**config.mk**
```make
export PLATFORM = sky130hd
export DESIGN_NAME = flash_wr_host
export DESIGN_NICKNAME = d
export VERILOG_FILES = /design/src/verilog/flash_wr_pkg.sv /design/src/verilog/flash_wr_host.sv
export VERILOG_INCLUDE_DIRS = /design/src /design/src/verilog
export SDC_FILE = /design/constraint.sdc
export NUM_CORES = 1
export LEC_CHECK = 0
export BUFFER_PORTS_ARGS = -buffer_cell sky130_fd_sc_hd__buf_2
export CORE_MARGIN = 2
export CORE_UTILIZATION = 58
export CTS_BUF_LIST = sky130_fd_sc_hd__clkbuf_16
export CTS_CLUSTER_SIZE = 30
export DETAILED_ROUTE_END_ITERATION = 10
export PLACE_DENSITY = 0.86
export SYNTH_ARGS = -nofsm -noshare
export SYNTH_HDL_FRONTEND = slang
export SYNTH_SLANG_ARGS = --single-unit
```
**constraint.sdc**
```tcl
create_clock -name clk -period 4.7 [get_ports clk]
set_input_delay 0.94 -clock clk [delete_from_list [all_inputs] [get_ports clk]]
set_output_delay 0.94 -clock clk [all_outputs]
set_load 0.005 [all_outputs]
```
**src/verilog/flash_wr_consts.svh**
```systemverilog
// timing counts and delays for the flash write host controller
// assumes a 200 MHz clock on the including module
// Summary of operation
// - never oe and strobe low together
// - back-to-back access needs address change; the host drops select between writes instead, so none is needed
// - no access for 300 us after power-up
// - hardware reset recovers a locked device
`ifndef FLASH_WR_CONSTS_SVH
`define FLASH_WR_CONSTS_SVH
`define CLK_PERIOD_PS 5000
`define POWER_ON_DELAY_US 300
`define POWER_ON_DELAY_CYC ((`POWER_ON_DELAY_US * 1000000 + `CLK_PERIOD_PS - 1) / `CLK_PERIOD_PS)
`define GLITCH_NS 5
`define STROBE_LOW_CYC 4
`define SETUP_CYC 2
`define HOLD_CYC 2
`define RESET_PULSE_CYC 8
`endif

```
**src/verilog/flash_wr_pkg.sv**
```systemverilog
// types for the flash write host controller
// assumes nothing beyond the consts header
package flash_wr_pkg;
    typedef enum logic [2:0] {
        st_power_on = 3'b000,
        st_idle = 3'b001,
        st_setup = 3'b011,
        st_strobe = 3'b010,
        st_hold = 3'b110,
        st_reset = 3'b111
    } wr_state_t;
    typedef enum logic {
        mode_strobe = 1'b0,
        mode_select = 1'b1
    } wr_mode_t;
endpackage

```
**src/verilog/flash_wr_host.sv**
```systemverilog
// host controller that issues asynchronous writes to a parallel flash
// assumes a single 200 MHz clock; flash pins leave and enter through this module
`include "flash_wr_consts.svh"
module flash_wr_host #(
    parameter int ADDR_W = 26,
    parameter int DATA_W = 16,
    parameter int POWER_ON_CYC = `POWER_ON_DELAY_CYC
) (
    input wire logic clk,
    input wire logic arst_n,
    input wire logic req_valid,
    output logic req_ready,
    input wire flash_wr_pkg::wr_mode_t req_mode,
    input wire logic [ADDR_W-1:0] req_addr,
    input wire logic [DATA_W-1:0] req_data,
    input wire logic recover_req,
    output logic done,
    output logic powered_ok,
    input wire logic ready_busy_in,
    output logic busy,
    output logic ce_n,
    output logic we_n,
    output logic oe_n,
    output logic reset_n,
    output logic [ADDR_W-1:0] addr,
    output logic [DATA_W-1:0] dq_out,
    output logic dq_oe
);
    import flash_wr_pkg::*;

    localparam int STROBE_CYC = `STROBE_LOW_CYC;
    localparam int GLITCH_CYC = (`GLITCH_NS * 1000 + `CLK_PERIOD_PS - 1) / `CLK_PERIOD_PS;

    // refuse sizes the counters cannot serve; strobe must outlast the noise filter window
    if (ADDR_W < 1 || DATA_W < 1 || POWER_ON_CYC < 1 || STROBE_CYC <= GLITCH_CYC)
    begin
        $error("flash_wr_host: unsupported parameters");
    end

    wr_state_t state_ff;
    wr_mode_t mode_ff;
    logic [31:0] cnt_ff;
    logic rb_meta_ff;
    logic rb_sync_ff;

    // ready/busy pin crosses in through two flip-flops
    // busy reads high for two edges after reset, until the pin has been sampled
    always_ff @(posedge clk or negedge arst_n)
    begin
        if (!arst_n)
        begin
            rb_meta_ff <= 1'b0;
            rb_sync_ff <= 1'b0;
        end
        else
        begin
            rb_meta_ff <= ready_busy_in;
            rb_sync_ff <= rb_meta_ff;
        end
    end
    assign busy = !rb_sync_ff;

    // sequencer: power-on wait, then one write per request
    always_ff @(posedge clk or negedge arst_n)
    begin
        if (!arst_n)
        begin
            state_ff <= st_power_on;
            cnt_ff <= '0;
            mode_ff <= mode_strobe;
        end
        else
        begin
            unique case (state_ff)
                st_power_on:
                begin
                    if (cnt_ff == 32'(POWER_ON_CYC - 1))
                    begin
                        state_ff <= st_idle;
                        cnt_ff <= '0;
                    end
                    else
                        cnt_ff <= cnt_ff + 32'h1;
                end
                st_idle:
                begin
                    cnt_ff <= '0;
                    if (recover_req)
                        state_ff <= st_reset;
                    else if (req_valid)
                    begin
                        mode_ff <= req_mode;
                        state_ff <= st_setup;
                    end
                end
                st_setup:
                begin
                    if (cnt_ff == 32'(`SETUP_CYC - 1))
                    begin
                        state_ff <= st_strobe;
                        cnt_ff <= '0;
                    end
                    else
                        cnt_ff <= cnt_ff + 32'h1;
                end
                st_strobe:
                begin
                    if (cnt_ff == 32'(STROBE_CYC - 1))
                    begin
                        state_ff <= st_hold;
                        cnt_ff <= '0;
                    end
                    else
                        cnt_ff <= cnt_ff + 32'h1;
                end
                st_hold:
                begin
                    if (cnt_ff == 32'(`HOLD_CYC - 1))
                    begin
                        state_ff <= st_idle;
                        cnt_ff <= '0;
                    end
                    else
                        cnt_ff <= cnt_ff + 32'h1;
                end
                st_reset:
                begin
                    if (cnt_ff == 32'(`RESET_PULSE_CYC - 1))
                    begin
                        state_ff <= st_power_on; // wait the delay again
                        cnt_ff <= '0;
                    end
                    else
                        cnt_ff <= cnt_ff + 32'h1;
                end
                default:
                    state_ff <= st_power_on;
            endcase
        end
    end

    // address and data registers, loaded when a request is taken; they then stand
    // unchanged through setup, strobe and hold, so both latching edges see one word
    always_ff @(posedge clk or negedge arst_n)
    begin
        if (!arst_n)
        begin
            addr <= '0;
            dq_out <= '0;
        end
        else if (state_ff == st_idle && req_valid && !recover_req)
        begin
            addr <= req_addr;
            dq_out <= req_data;
        end
    end

    // pin levels from state; select drops between writes so no address change needed
    always_ff @(posedge clk or negedge arst_n)
    begin
        if (!arst_n)
        begin
            ce_n <= 1'b1;
            we_n <= 1'b1;
            oe_n <= 1'b1;
            dq_oe <= 1'b0;
            reset_n <= 1'b1;
        end
        else
        begin
            oe_n <= 1'b1; // oe never low with strobe
            reset_n <= !(state_ff == st_reset && !(cnt_ff == 32'(`RESET_PULSE_CYC - 1)));
            unique case (state_ff)
                st_setup:
                begin
                    // strobe mode: select first select mode: strobe first
                    ce_n <= (mode_ff == mode_strobe) ? 1'b0 : (cnt_ff != 32'(`SETUP_CYC - 1));
                    we_n <= (mode_ff == mode_strobe) ? (cnt_ff != 32'(`SETUP_CYC - 1)) : 1'b0;
                    dq_oe <= 1'b1;
                end
                st_strobe:
                begin
                    ce_n <= 1'b0;
                    we_n <= 1'b0; // later falling edge latches address
                    dq_oe <= 1'b1;
                    if (cnt_ff == 32'(STROBE_CYC - 1))
                    begin
                        // earlier rising edge latches data
                        ce_n <= (mode_ff == mode_select);
                        we_n <= (mode_ff == mode_strobe);
                    end
                end
                st_hold:
                begin
                    ce_n <= 1'b1; // end in standby
                    we_n <= 1'b1;
                    dq_oe <= (cnt_ff != 32'(`HOLD_CYC - 1));
                end
                default:
                begin
                    ce_n <= 1'b1;
                    we_n <= 1'b1;
                    dq_oe <= 1'b0;
                end
            endcase
        end
    end

    // completion pulse after the write cycle closes
    always_ff @(posedge clk or negedge arst_n)
    begin
        if (!arst_n)
            done <= 1'b0;
        else
            done <= (state_ff == st_hold && cnt_ff == 32'(`HOLD_CYC - 1));
    end

    assign req_ready = (state_ff == st_idle) && !recover_req;
    assign powered_ok = (state_ff != st_power_on) && (state_ff != st_reset);
    // select always returns high between writes, so repeats need no address change
    // a host that kept select low would have to move the address before each new access
endmodule

```
==> results.ini, run 1 <==
[clock_network]
insertion_delay_ns=0.33
clock_sinks=85
numCtsBuffers=9
clk_pin_slew_ns=0.06
ctsResizeCount=0
cts_hold_buf=0
postCtsSetupRepairBufs=0
clock_tree.buffer_depth=2
cts_max_level=3
ctsRootBufferMaster=clkbuf_16
cts_tree=yes

[placed_design]
postPlaceCellArea_sq_mm=0.004619
place_inst=550
io_buffers=97
post-place-ws_ns=2.069
routabilityCongestion=0.9038
dp_hpwl_mm=6.285

[timing]
final-setup-viol-count=0
clock_skew_ns=0.005584
slew_headroom_pct=31.47
layout_setup_ws_ns=1.911
fmax_mhz=358.6
slew_viol_final=0
tightest_slew_ns=1.028
period_share_pct=59.34
final.min_clock_period_ns=2.789
setup_tns_ns=0
hold_viol=0
rsz0062_at_grt=no

[setup_path]
start_kind=flip-flop
r2r_cells=7
cp-end-kind=output port
r2r-end=cnt_ff[6]$_DFFE_PN0P_
critPathKind=reg2out
r2r-start=cnt_ff[24]$_DFFE_PN0P_
cp_data_required_time_ns=3.76
r2r_setup_slack_ns=1.99
path_max_fanout=14
worst_ep_arrival_time_ns=1.85

[yosys]
synth_top_cells_by_count=dfrtp_1 (82), nand2_1 (46), mux2_2 (44), nand3_1 (33)
synth_ff_type=dfrtp_1
netlist_instances=376
yosysWarnings=0
synthesis.nets=427
yosysMostFrequentCell=dfrtp_1
synth-seq-cells=85
avgSynthCellArea_sq_um=10.89
synth-seq-area-share_pct=52.02
netlist.area_leader.share_pct=50.09
synth_cell_types=51
async_flop_share_pct=100.0
yosys.area.top_type=dfrtp_1
netlist_top_cells_area=dfrtp_1 (50%), mux2_2 (12%), nand2_1 (4.2%)
syn_area_sq_mm=0.004096
synth_edf_count=0

[detailed_routing]
drcViolationCount=0
viasPerCell=5.913
antenna_left=0
first_pass_iters=5
routedWlPerCell_um=16.37
vias=3347
wirelength_mm=9.264
drt_iter0_drc=229

[finish]
area_delta_synth_final_pct=20.07
drive_gt1_share_pct=38.51
fin_nets=516
n_antenna_cell=0
final_area_sq_mm=0.004918
fin_cells=566

[global_route]
grt_pass1_vias=3186
grt_max_degree=86
grt_util_all_layers_pct=24.75
antenna_found_initial=0
overflow=0
grt_pass1_wl_mm=15.11

[floorplanning]
die_x_um=88.04
die_h_um=88.04
fp.dieArea_sq_mm=0.007751
io_pins=99
start_util_pct=59.96
coreArea_sq_mm=0.006832
rows=30

[pwr]
peakVddDrop_v=0.0001932
power_leakage_nw=2.413
power_density_mw_per_mm2=309.1

[min_path]
holdPathStages=0
hold_end=rb_sync_ff$_DFF_PN0_
worstHoldPathType=reg2reg
hold_start=rb_meta_ff$_DFF_PN0_

[run]
max_cap_violations=0

[outcome]
status=completed

==> where the power goes <==
part | switching (mW) | leakage (nW) | internal (mW)
Combinational | 0.0304 | 1.13 | 0.0333
Sequential | 0.00717 | 1.14 | 0.747
Clock | 0.288 | 0.148 | 0.414
Total | 0.326 | 2.41 | 1.19
==> critical path, cell delays in order (launching register included) <==
cell and delay (ns):
dfrtp_1 0.52, nor2b_1 0.29, nand2_1 0.34, nor2_1 0.23
buf_2 0.15
==> layout by cell type (no fill, tap or decap), types with 3 or more instances in the layout <==
master	instances
o311ai_1	10
nor4_1	8
and3_1	9
o21ai_1	3
a31oi_1	3
nor2_1	12
dfstp_2	3
nand4_1	9
ha_1	3
o21ai_0	4
inv_1	10
buf_2	96
o31ai_1	7
nand3_1	33
o311ai_2	5
or2_2	3
buf_4	4
nor3_1	7
dfrtp_1	82
nand2_1	46
and2_1	5
mux2_2	44
a211oi_1	3
a21oi_1	12
o22ai_1	4
clkbuf_16	9
==> final cells by class <==
class                           instances  area [sq um]
Multi-Input combinational cell        259          1821
Inverter                               10         37.54
Fill cell                             485          1913
Timing Repair Buffer                  100         510.5
Sequential cell                        85          2131
Clock inverter                          7         73.82
Tap cell                               96         120.1
Clock buffer                            9         225.2
==> routing by layer <==
metal / global-route usage (%) / part of all wire [%]
met5: 0 / 0
met4: 8.953 / 1.5
met3: 3.299 / 6.4
met2: 42.42 / 51
met1: 32.33 / 41
==> worst max path at each step <==
| stage | from | endpoint | slack [ns] | cells after the start |
|---|---|---|---|---|
| 2_1_floorplan | recover_req | req_ready | 2.68 | 1 |
| 3_3_place_gp | cnt_ff[24]$_DFFE_PN0P_ | cnt_ff[30]$_DFFE_PN0P_ | 2.12 | 7 |
| 3_5_place_dp | cnt_ff[24]$_DFFE_PN0P_ | cnt_ff[11]$_DFFE_PN0P_ | 2.07 | 7 |
| 4_1_cts | state_ff[2]$_DFFE_PN0P_ | req_ready | 1.92 | 4 |
| 5_1_grt | state_ff[2]$_DFFE_PN0P_ | req_ready | 1.74 | 4 |
| 6_report | state_ff[2]$_DFFE_PN0P_ | req_ready | 1.91 | 4 |
==> per-stage QoR <==
| stage | power, mW | utilization [%] | hold WS, ns |
|---|---|---|---|
| detailed placement | 0.8325 | 67.62 | 0.3355 |
| CTS | 1.537 | 72.00 | 0.3492 |
| floorplan | 0.7820 | - | 0.3312 |
| global route | 1.574 | 72.00 | 0.3542 |
| finish | 1.520 | 72.00 | 0.3481 |
| global placement | 0.8292 | 67.62 | 0.3359 |
==> flip-flops by register name, indices dropped and copies added, names as in the netlist <==
register and flops:
state_ff 3, rb_meta_ff 1, cnt_ff 32, we_n 1, dq_out 16, rb_sync_ff 1, done 1, addr 26
ce_n 1, reset_n 1, dq_oe 1, mode_ff 1
==> cells by family after synthesis <==
family          Yosys count  share of synthesized area (%)
compound gates           63                          12.43
xor+xnor                  1                         0.2138
fa+ha+maj                 3                         0.9164
buf+inv                  32                          3.604
flops                    85                          52.02
mux                      46                          12.58
other cells               1                        0.09154
simple gates            145                          18.14
Power figures use the tool's default switching activity.
==> inputs of run 2 (changes only) <==
--- a/config.mk
+++ b/config.mk
@@ -6,13 +6,14 @@
 export SDC_FILE = /design/constraint.sdc
 export NUM_CORES = 1
 export LEC_CHECK = 0
+export ABC_AREA = 1
 export BUFFER_PORTS_ARGS = -buffer_cell sky130_fd_sc_hd__buf_2
 export CORE_MARGIN = 2
-export CORE_UTILIZATION = 58
+export CORE_UTILIZATION = 50
 export CTS_BUF_LIST = sky130_fd_sc_hd__clkbuf_16
 export CTS_CLUSTER_SIZE = 30
 export DETAILED_ROUTE_END_ITERATION = 10
-export PLACE_DENSITY = 0.86
+export PLACE_DENSITY = 0.77
 export SYNTH_ARGS = -nofsm -noshare
 export SYNTH_HDL_FRONTEND = slang
 export SYNTH_SLANG_ARGS = --single-unit
==> constraint.sdc (replaced) <==
create_clock -name clk -period 2.4 [get_ports clk]
set_input_delay 0.48 -clock clk [delete_from_list [all_inputs] [get_ports clk]]
set_output_delay 0.48 -clock clk [all_outputs]
set_load 0.005 [all_outputs]
==> run 2 against run 1 <==
Against the previous run: critical path depth rose by 1; total power increased by 95%; first-iteration DRC count decreased by 12%; via count is 22% higher; worst setup slack worse by 1.4 ns; die area is 35% higher; area after synthesis grew 18%; sequential power up 96%; clock skew increased by 0.0049 ns; count of clock-buffer cells in the layout is the same; synthesized cell count is 52% higher; non-clock buffer count is 5 higher.
==> results.ini, run 2 <==
[finish]
multi_input_area_sq_mm=0.002386  ; was 0.001821 sq mm
largest_register_ff_count=32  ; unchanged
layout_commonest_cell=nand2_1  ; was buf_2
fill_cells=812  ; was 485
area_delta_synth_final_pct=18.27  ; was 20.07%
mostFrequentLayoutCells=nand2_1 (173), buf_2 (96), nor2_1 (84)  ; was buf_2 (96), dfrtp_1 (82), nand2_1 (46)
seq_area_sq_mm=0.002131  ; unchanged
fin_util_pct=61.48  ; was 72.00%
top_regs=cnt_ff (32), addr (26), dq_out (16)  ; unchanged
fin_nets=716  ; was 516
top_register=cnt_ff  ; unchanged
drive_gt1_share_pct=28.21  ; was 38.51%
n_antenna_cell=0  ; unchanged

[detailed_routing]
routedWlPerCell_um=14.37  ; was 16.37 um
drcViolationCount=0  ; unchanged
wirelength_mm=11.48  ; was 9.264 mm
antenna_left=0  ; unchanged
first_pass_iters=5  ; unchanged
drt_iter0_drc=201  ; was 229
viasPerCell=5.100  ; was 5.913
vias=4075  ; was 3347

[yosys]
yosysWarnings=0  ; unchanged
synth_edf_count=0  ; unchanged
synth_top_cells_by_count=nand2_1 (173), nor2_1 (84), dfrtp_1 (82), inv_1 (48), mux2_4 (40)  ; was dfrtp_1 (82), nand2_1 (46), mux2_2 (44), nand3_1 (33)
synth-seq-area-share_pct=43.95  ; was 52.02%
netlist.area_leader.share_pct=42.32  ; was 50.09%
yosys.area.top_type=dfrtp_1  ; unchanged
synth_cell_types=37  ; was 51
synth_ff_type=dfrtp_1  ; unchanged
avgSynthCellArea_sq_um=8.476  ; was 10.89 sq um
syn_area_sq_mm=0.004848  ; was 0.004096 sq mm
async_flop_share_pct=100.0  ; unchanged
yosysMostFrequentCell=nand2_1  ; was dfrtp_1
synthesis.nets=623  ; was 427
netlist_instances=572  ; was 376
synth-seq-cells=85  ; unchanged
netlist_top_cells_area=dfrtp_1 (42%), nand2_1 (13%), mux2_4 (12%)  ; was dfrtp_1 (50%), mux2_2 (12%), nand2_1 (4.2%)

[timing]
final.min_clock_period_ns=1.926
setup_tns_ns=0  ; unchanged
slew_viol_final=0  ; unchanged
layout_setup_ws_ns=0.4738  ; was 1.911 ns
final-setup-viol-count=0  ; unchanged
rsz0062_at_grt=no  ; unchanged
clock_skew_ns=0.01049  ; was 0.005584 ns
period_share_pct=80.26
fmax_mhz=519.2
hold_viol=0  ; unchanged

[clock_network]
clock_sinks=85  ; unchanged
ctsRootBufferMaster=clkbuf_16  ; unchanged
clock_tree.buffer_depth=2  ; unchanged
postCtsSetupRepairBufs=0  ; unchanged
insertion_delay_ns=0.34  ; was 0.33 ns
clk_pin_slew_ns=0.07  ; was 0.06 ns
ctsResizeCount=0  ; unchanged
cts_hold_buf=0  ; unchanged
cts_max_level=3  ; unchanged
cts_tree=yes  ; unchanged
numCtsBuffers=9  ; unchanged

[floorplanning]
fp.dieArea_sq_mm=0.01050  ; was 0.007751 sq mm
die_h_um=102.5  ; was 88.04 um
start_util_pct=51.98  ; was 59.96%
die_x_um=102.5  ; was 88.04 um
coreArea_sq_mm=0.009328  ; was 0.006832 sq mm
rows=35  ; was 30
io_pins=99  ; unchanged

[pwr]
peakVddDrop_v=0.0004170  ; was 0.0001932 V
power_density_mw_per_mm2=516.3  ; was 309.1 mW/mm^2
power_leakage_nw=3.012  ; was 2.413 nW

[setup_path]
critPathKind=reg2out  ; unchanged
r2r-start=cnt_ff[24]$_DFFE_PN0P_  ; unchanged
worst_ep_arrival_time_ns=1.45  ; was 1.85 ns
r2r_setup_slack_ns=0.51  ; was 1.99 ns
cp_data_required_time_ns=1.92  ; was 3.76 ns
crit_end=req_ready  ; unchanged
crit_start=state_ff[0]$_DFFE_PN0P_  ; was state_ff[2]$_DFFE_PN0P_
cp-end-kind=output port  ; unchanged
r2r_cells=9  ; was 7
path_max_fanout=14  ; unchanged
start_kind=flip-flop  ; unchanged
r2r-end=cnt_ff[31]$_DFFE_PN0P_  ; was cnt_ff[6]$_DFFE_PN0P_

[outcome]
status=completed  ; unchanged

[global_route]
grt_pass1_vias=4051  ; was 3186
grt_util_all_layers_pct=23.06  ; was 24.75%
overflow=0  ; unchanged
antenna_found_initial=0  ; unchanged
grt_pass1_wl_mm=19.04  ; was 15.11 mm
grt_max_degree=51  ; was 86

[min_path]
worstHoldPathType=in2async  ; was reg2reg

[placed_design]
io_buffers=97  ; unchanged
dp_hpwl_mm=8.246  ; was 6.285 mm
routabilityCongestion=0.9121  ; was 0.9038
post-place-ws_ns=0.5175  ; was 2.069 ns

[run]
max_cap_violations=0  ; unchanged

## run 2: cell types whose count changed in the layout (fill, tap and decap cells not counted), moves of 7 or more
| cell | previous run | this run |
|---|---|---|
| nor2_1 | 12 | 84 |
| nand2_1 | 46 | 173 |
| mux2_2 | 44 | 3 |
| o311ai_0 | 0 | 12 |
| o21ai_0 | 4 | 12 |
| inv_1 | 10 | 48 |
| o31ai_1 | 7 | 0 |
| nor2_4 | 0 | 7 |
| nand3_1 | 33 | 21 |
| o311ai_1 | 10 | 0 |
| nor4_1 | 8 | 0 |
| and3_1 | 9 | 1 |
| a21oi_1 | 12 | 1 |
| mux2_4 | 0 | 40 |
## run 2: critical path: stages, from the launching register on
cell     delay (ns)
dfrtp_1        0.46
inv_2          0.17
nor2_4         0.15
nand2_2        0.09
nor2_4         0.11
buf_2          0.13
## run 2: power by group
part	switching [mW]	internal (mW)	leakage, nW
clock	0.618	0.716	0.136
sequential	0.0171	1.46	1.14
combinational	0.0635	0.0836	1.74
## run 2: how the worst min path moves through the flow
stage,start,cells after the start,to,slack (ns)
floorplan,arst_n,0,addr[0]$_DFFE_PN0P_,0.18
global placement,rb_meta_ff$_DFF_PN0_,0,rb_sync_ff$_DFF_PN0_,0.33
detailed placement,rb_meta_ff$_DFF_PN0_,0,rb_sync_ff$_DFF_PN0_,0.35
CTS,arst_n,1,cnt_ff[13]$_DFFE_PN0P_,0.11
global route,arst_n,1,cnt_ff[13]$_DFFE_PN0P_,0.12
finish,arst_n,1,cnt_ff[13]$_DFFE_PN0P_,0.09
## run 2: cell type report
| cell class | instances | area share, % |
|---|---|---|
| flip-flops and latches | 85 | 37.16 |
| well taps | 129 | 2.815 |
| multi-input cells | 414 | 41.61 |
| repair buffers | 105 | 10.21 |
| clock inverters | 7 | 1.004 |
| inverters | 50 | 3.273 |
| clock buffers | 9 | 3.928 |
## run 2: kinds of logic after synthesis
group	Yosys count	synth area share (%)
DFF	85	43.95
xor gates and xnor gates	9	1.626
other	1	0.07735
and+or+nand+nor	316	27.74
buffers and inverters	73	6.839
adders and majority gates	3	0.7743
muxes	43	13.08
AOI/OAI and AO/OA	42	5.910
## run 2: routing by layer
metal	vias to the layer above	GRT usage (%)	part of all wire (%)
met5	-	0	0
met4	0	7.692	1.9
met3	22	4.446	5.2
met2	126	39.52	50
met1	1910	29.32	43
li1	2017	-	-
## run 2: stage by stage
step	power (mW)	std cells	cell area (sq um)	hold slack (ns)
after detailed placement	1.657	783	5451	0.3490
after CTS	2.995	799	5734	0.1066
after floorplan	1.547	572	4848	0.1844
after global placement	1.651	783	5451	0.3326
final	2.961	799	5734	0.08896
after global routing	3.083	799	5734	0.1249
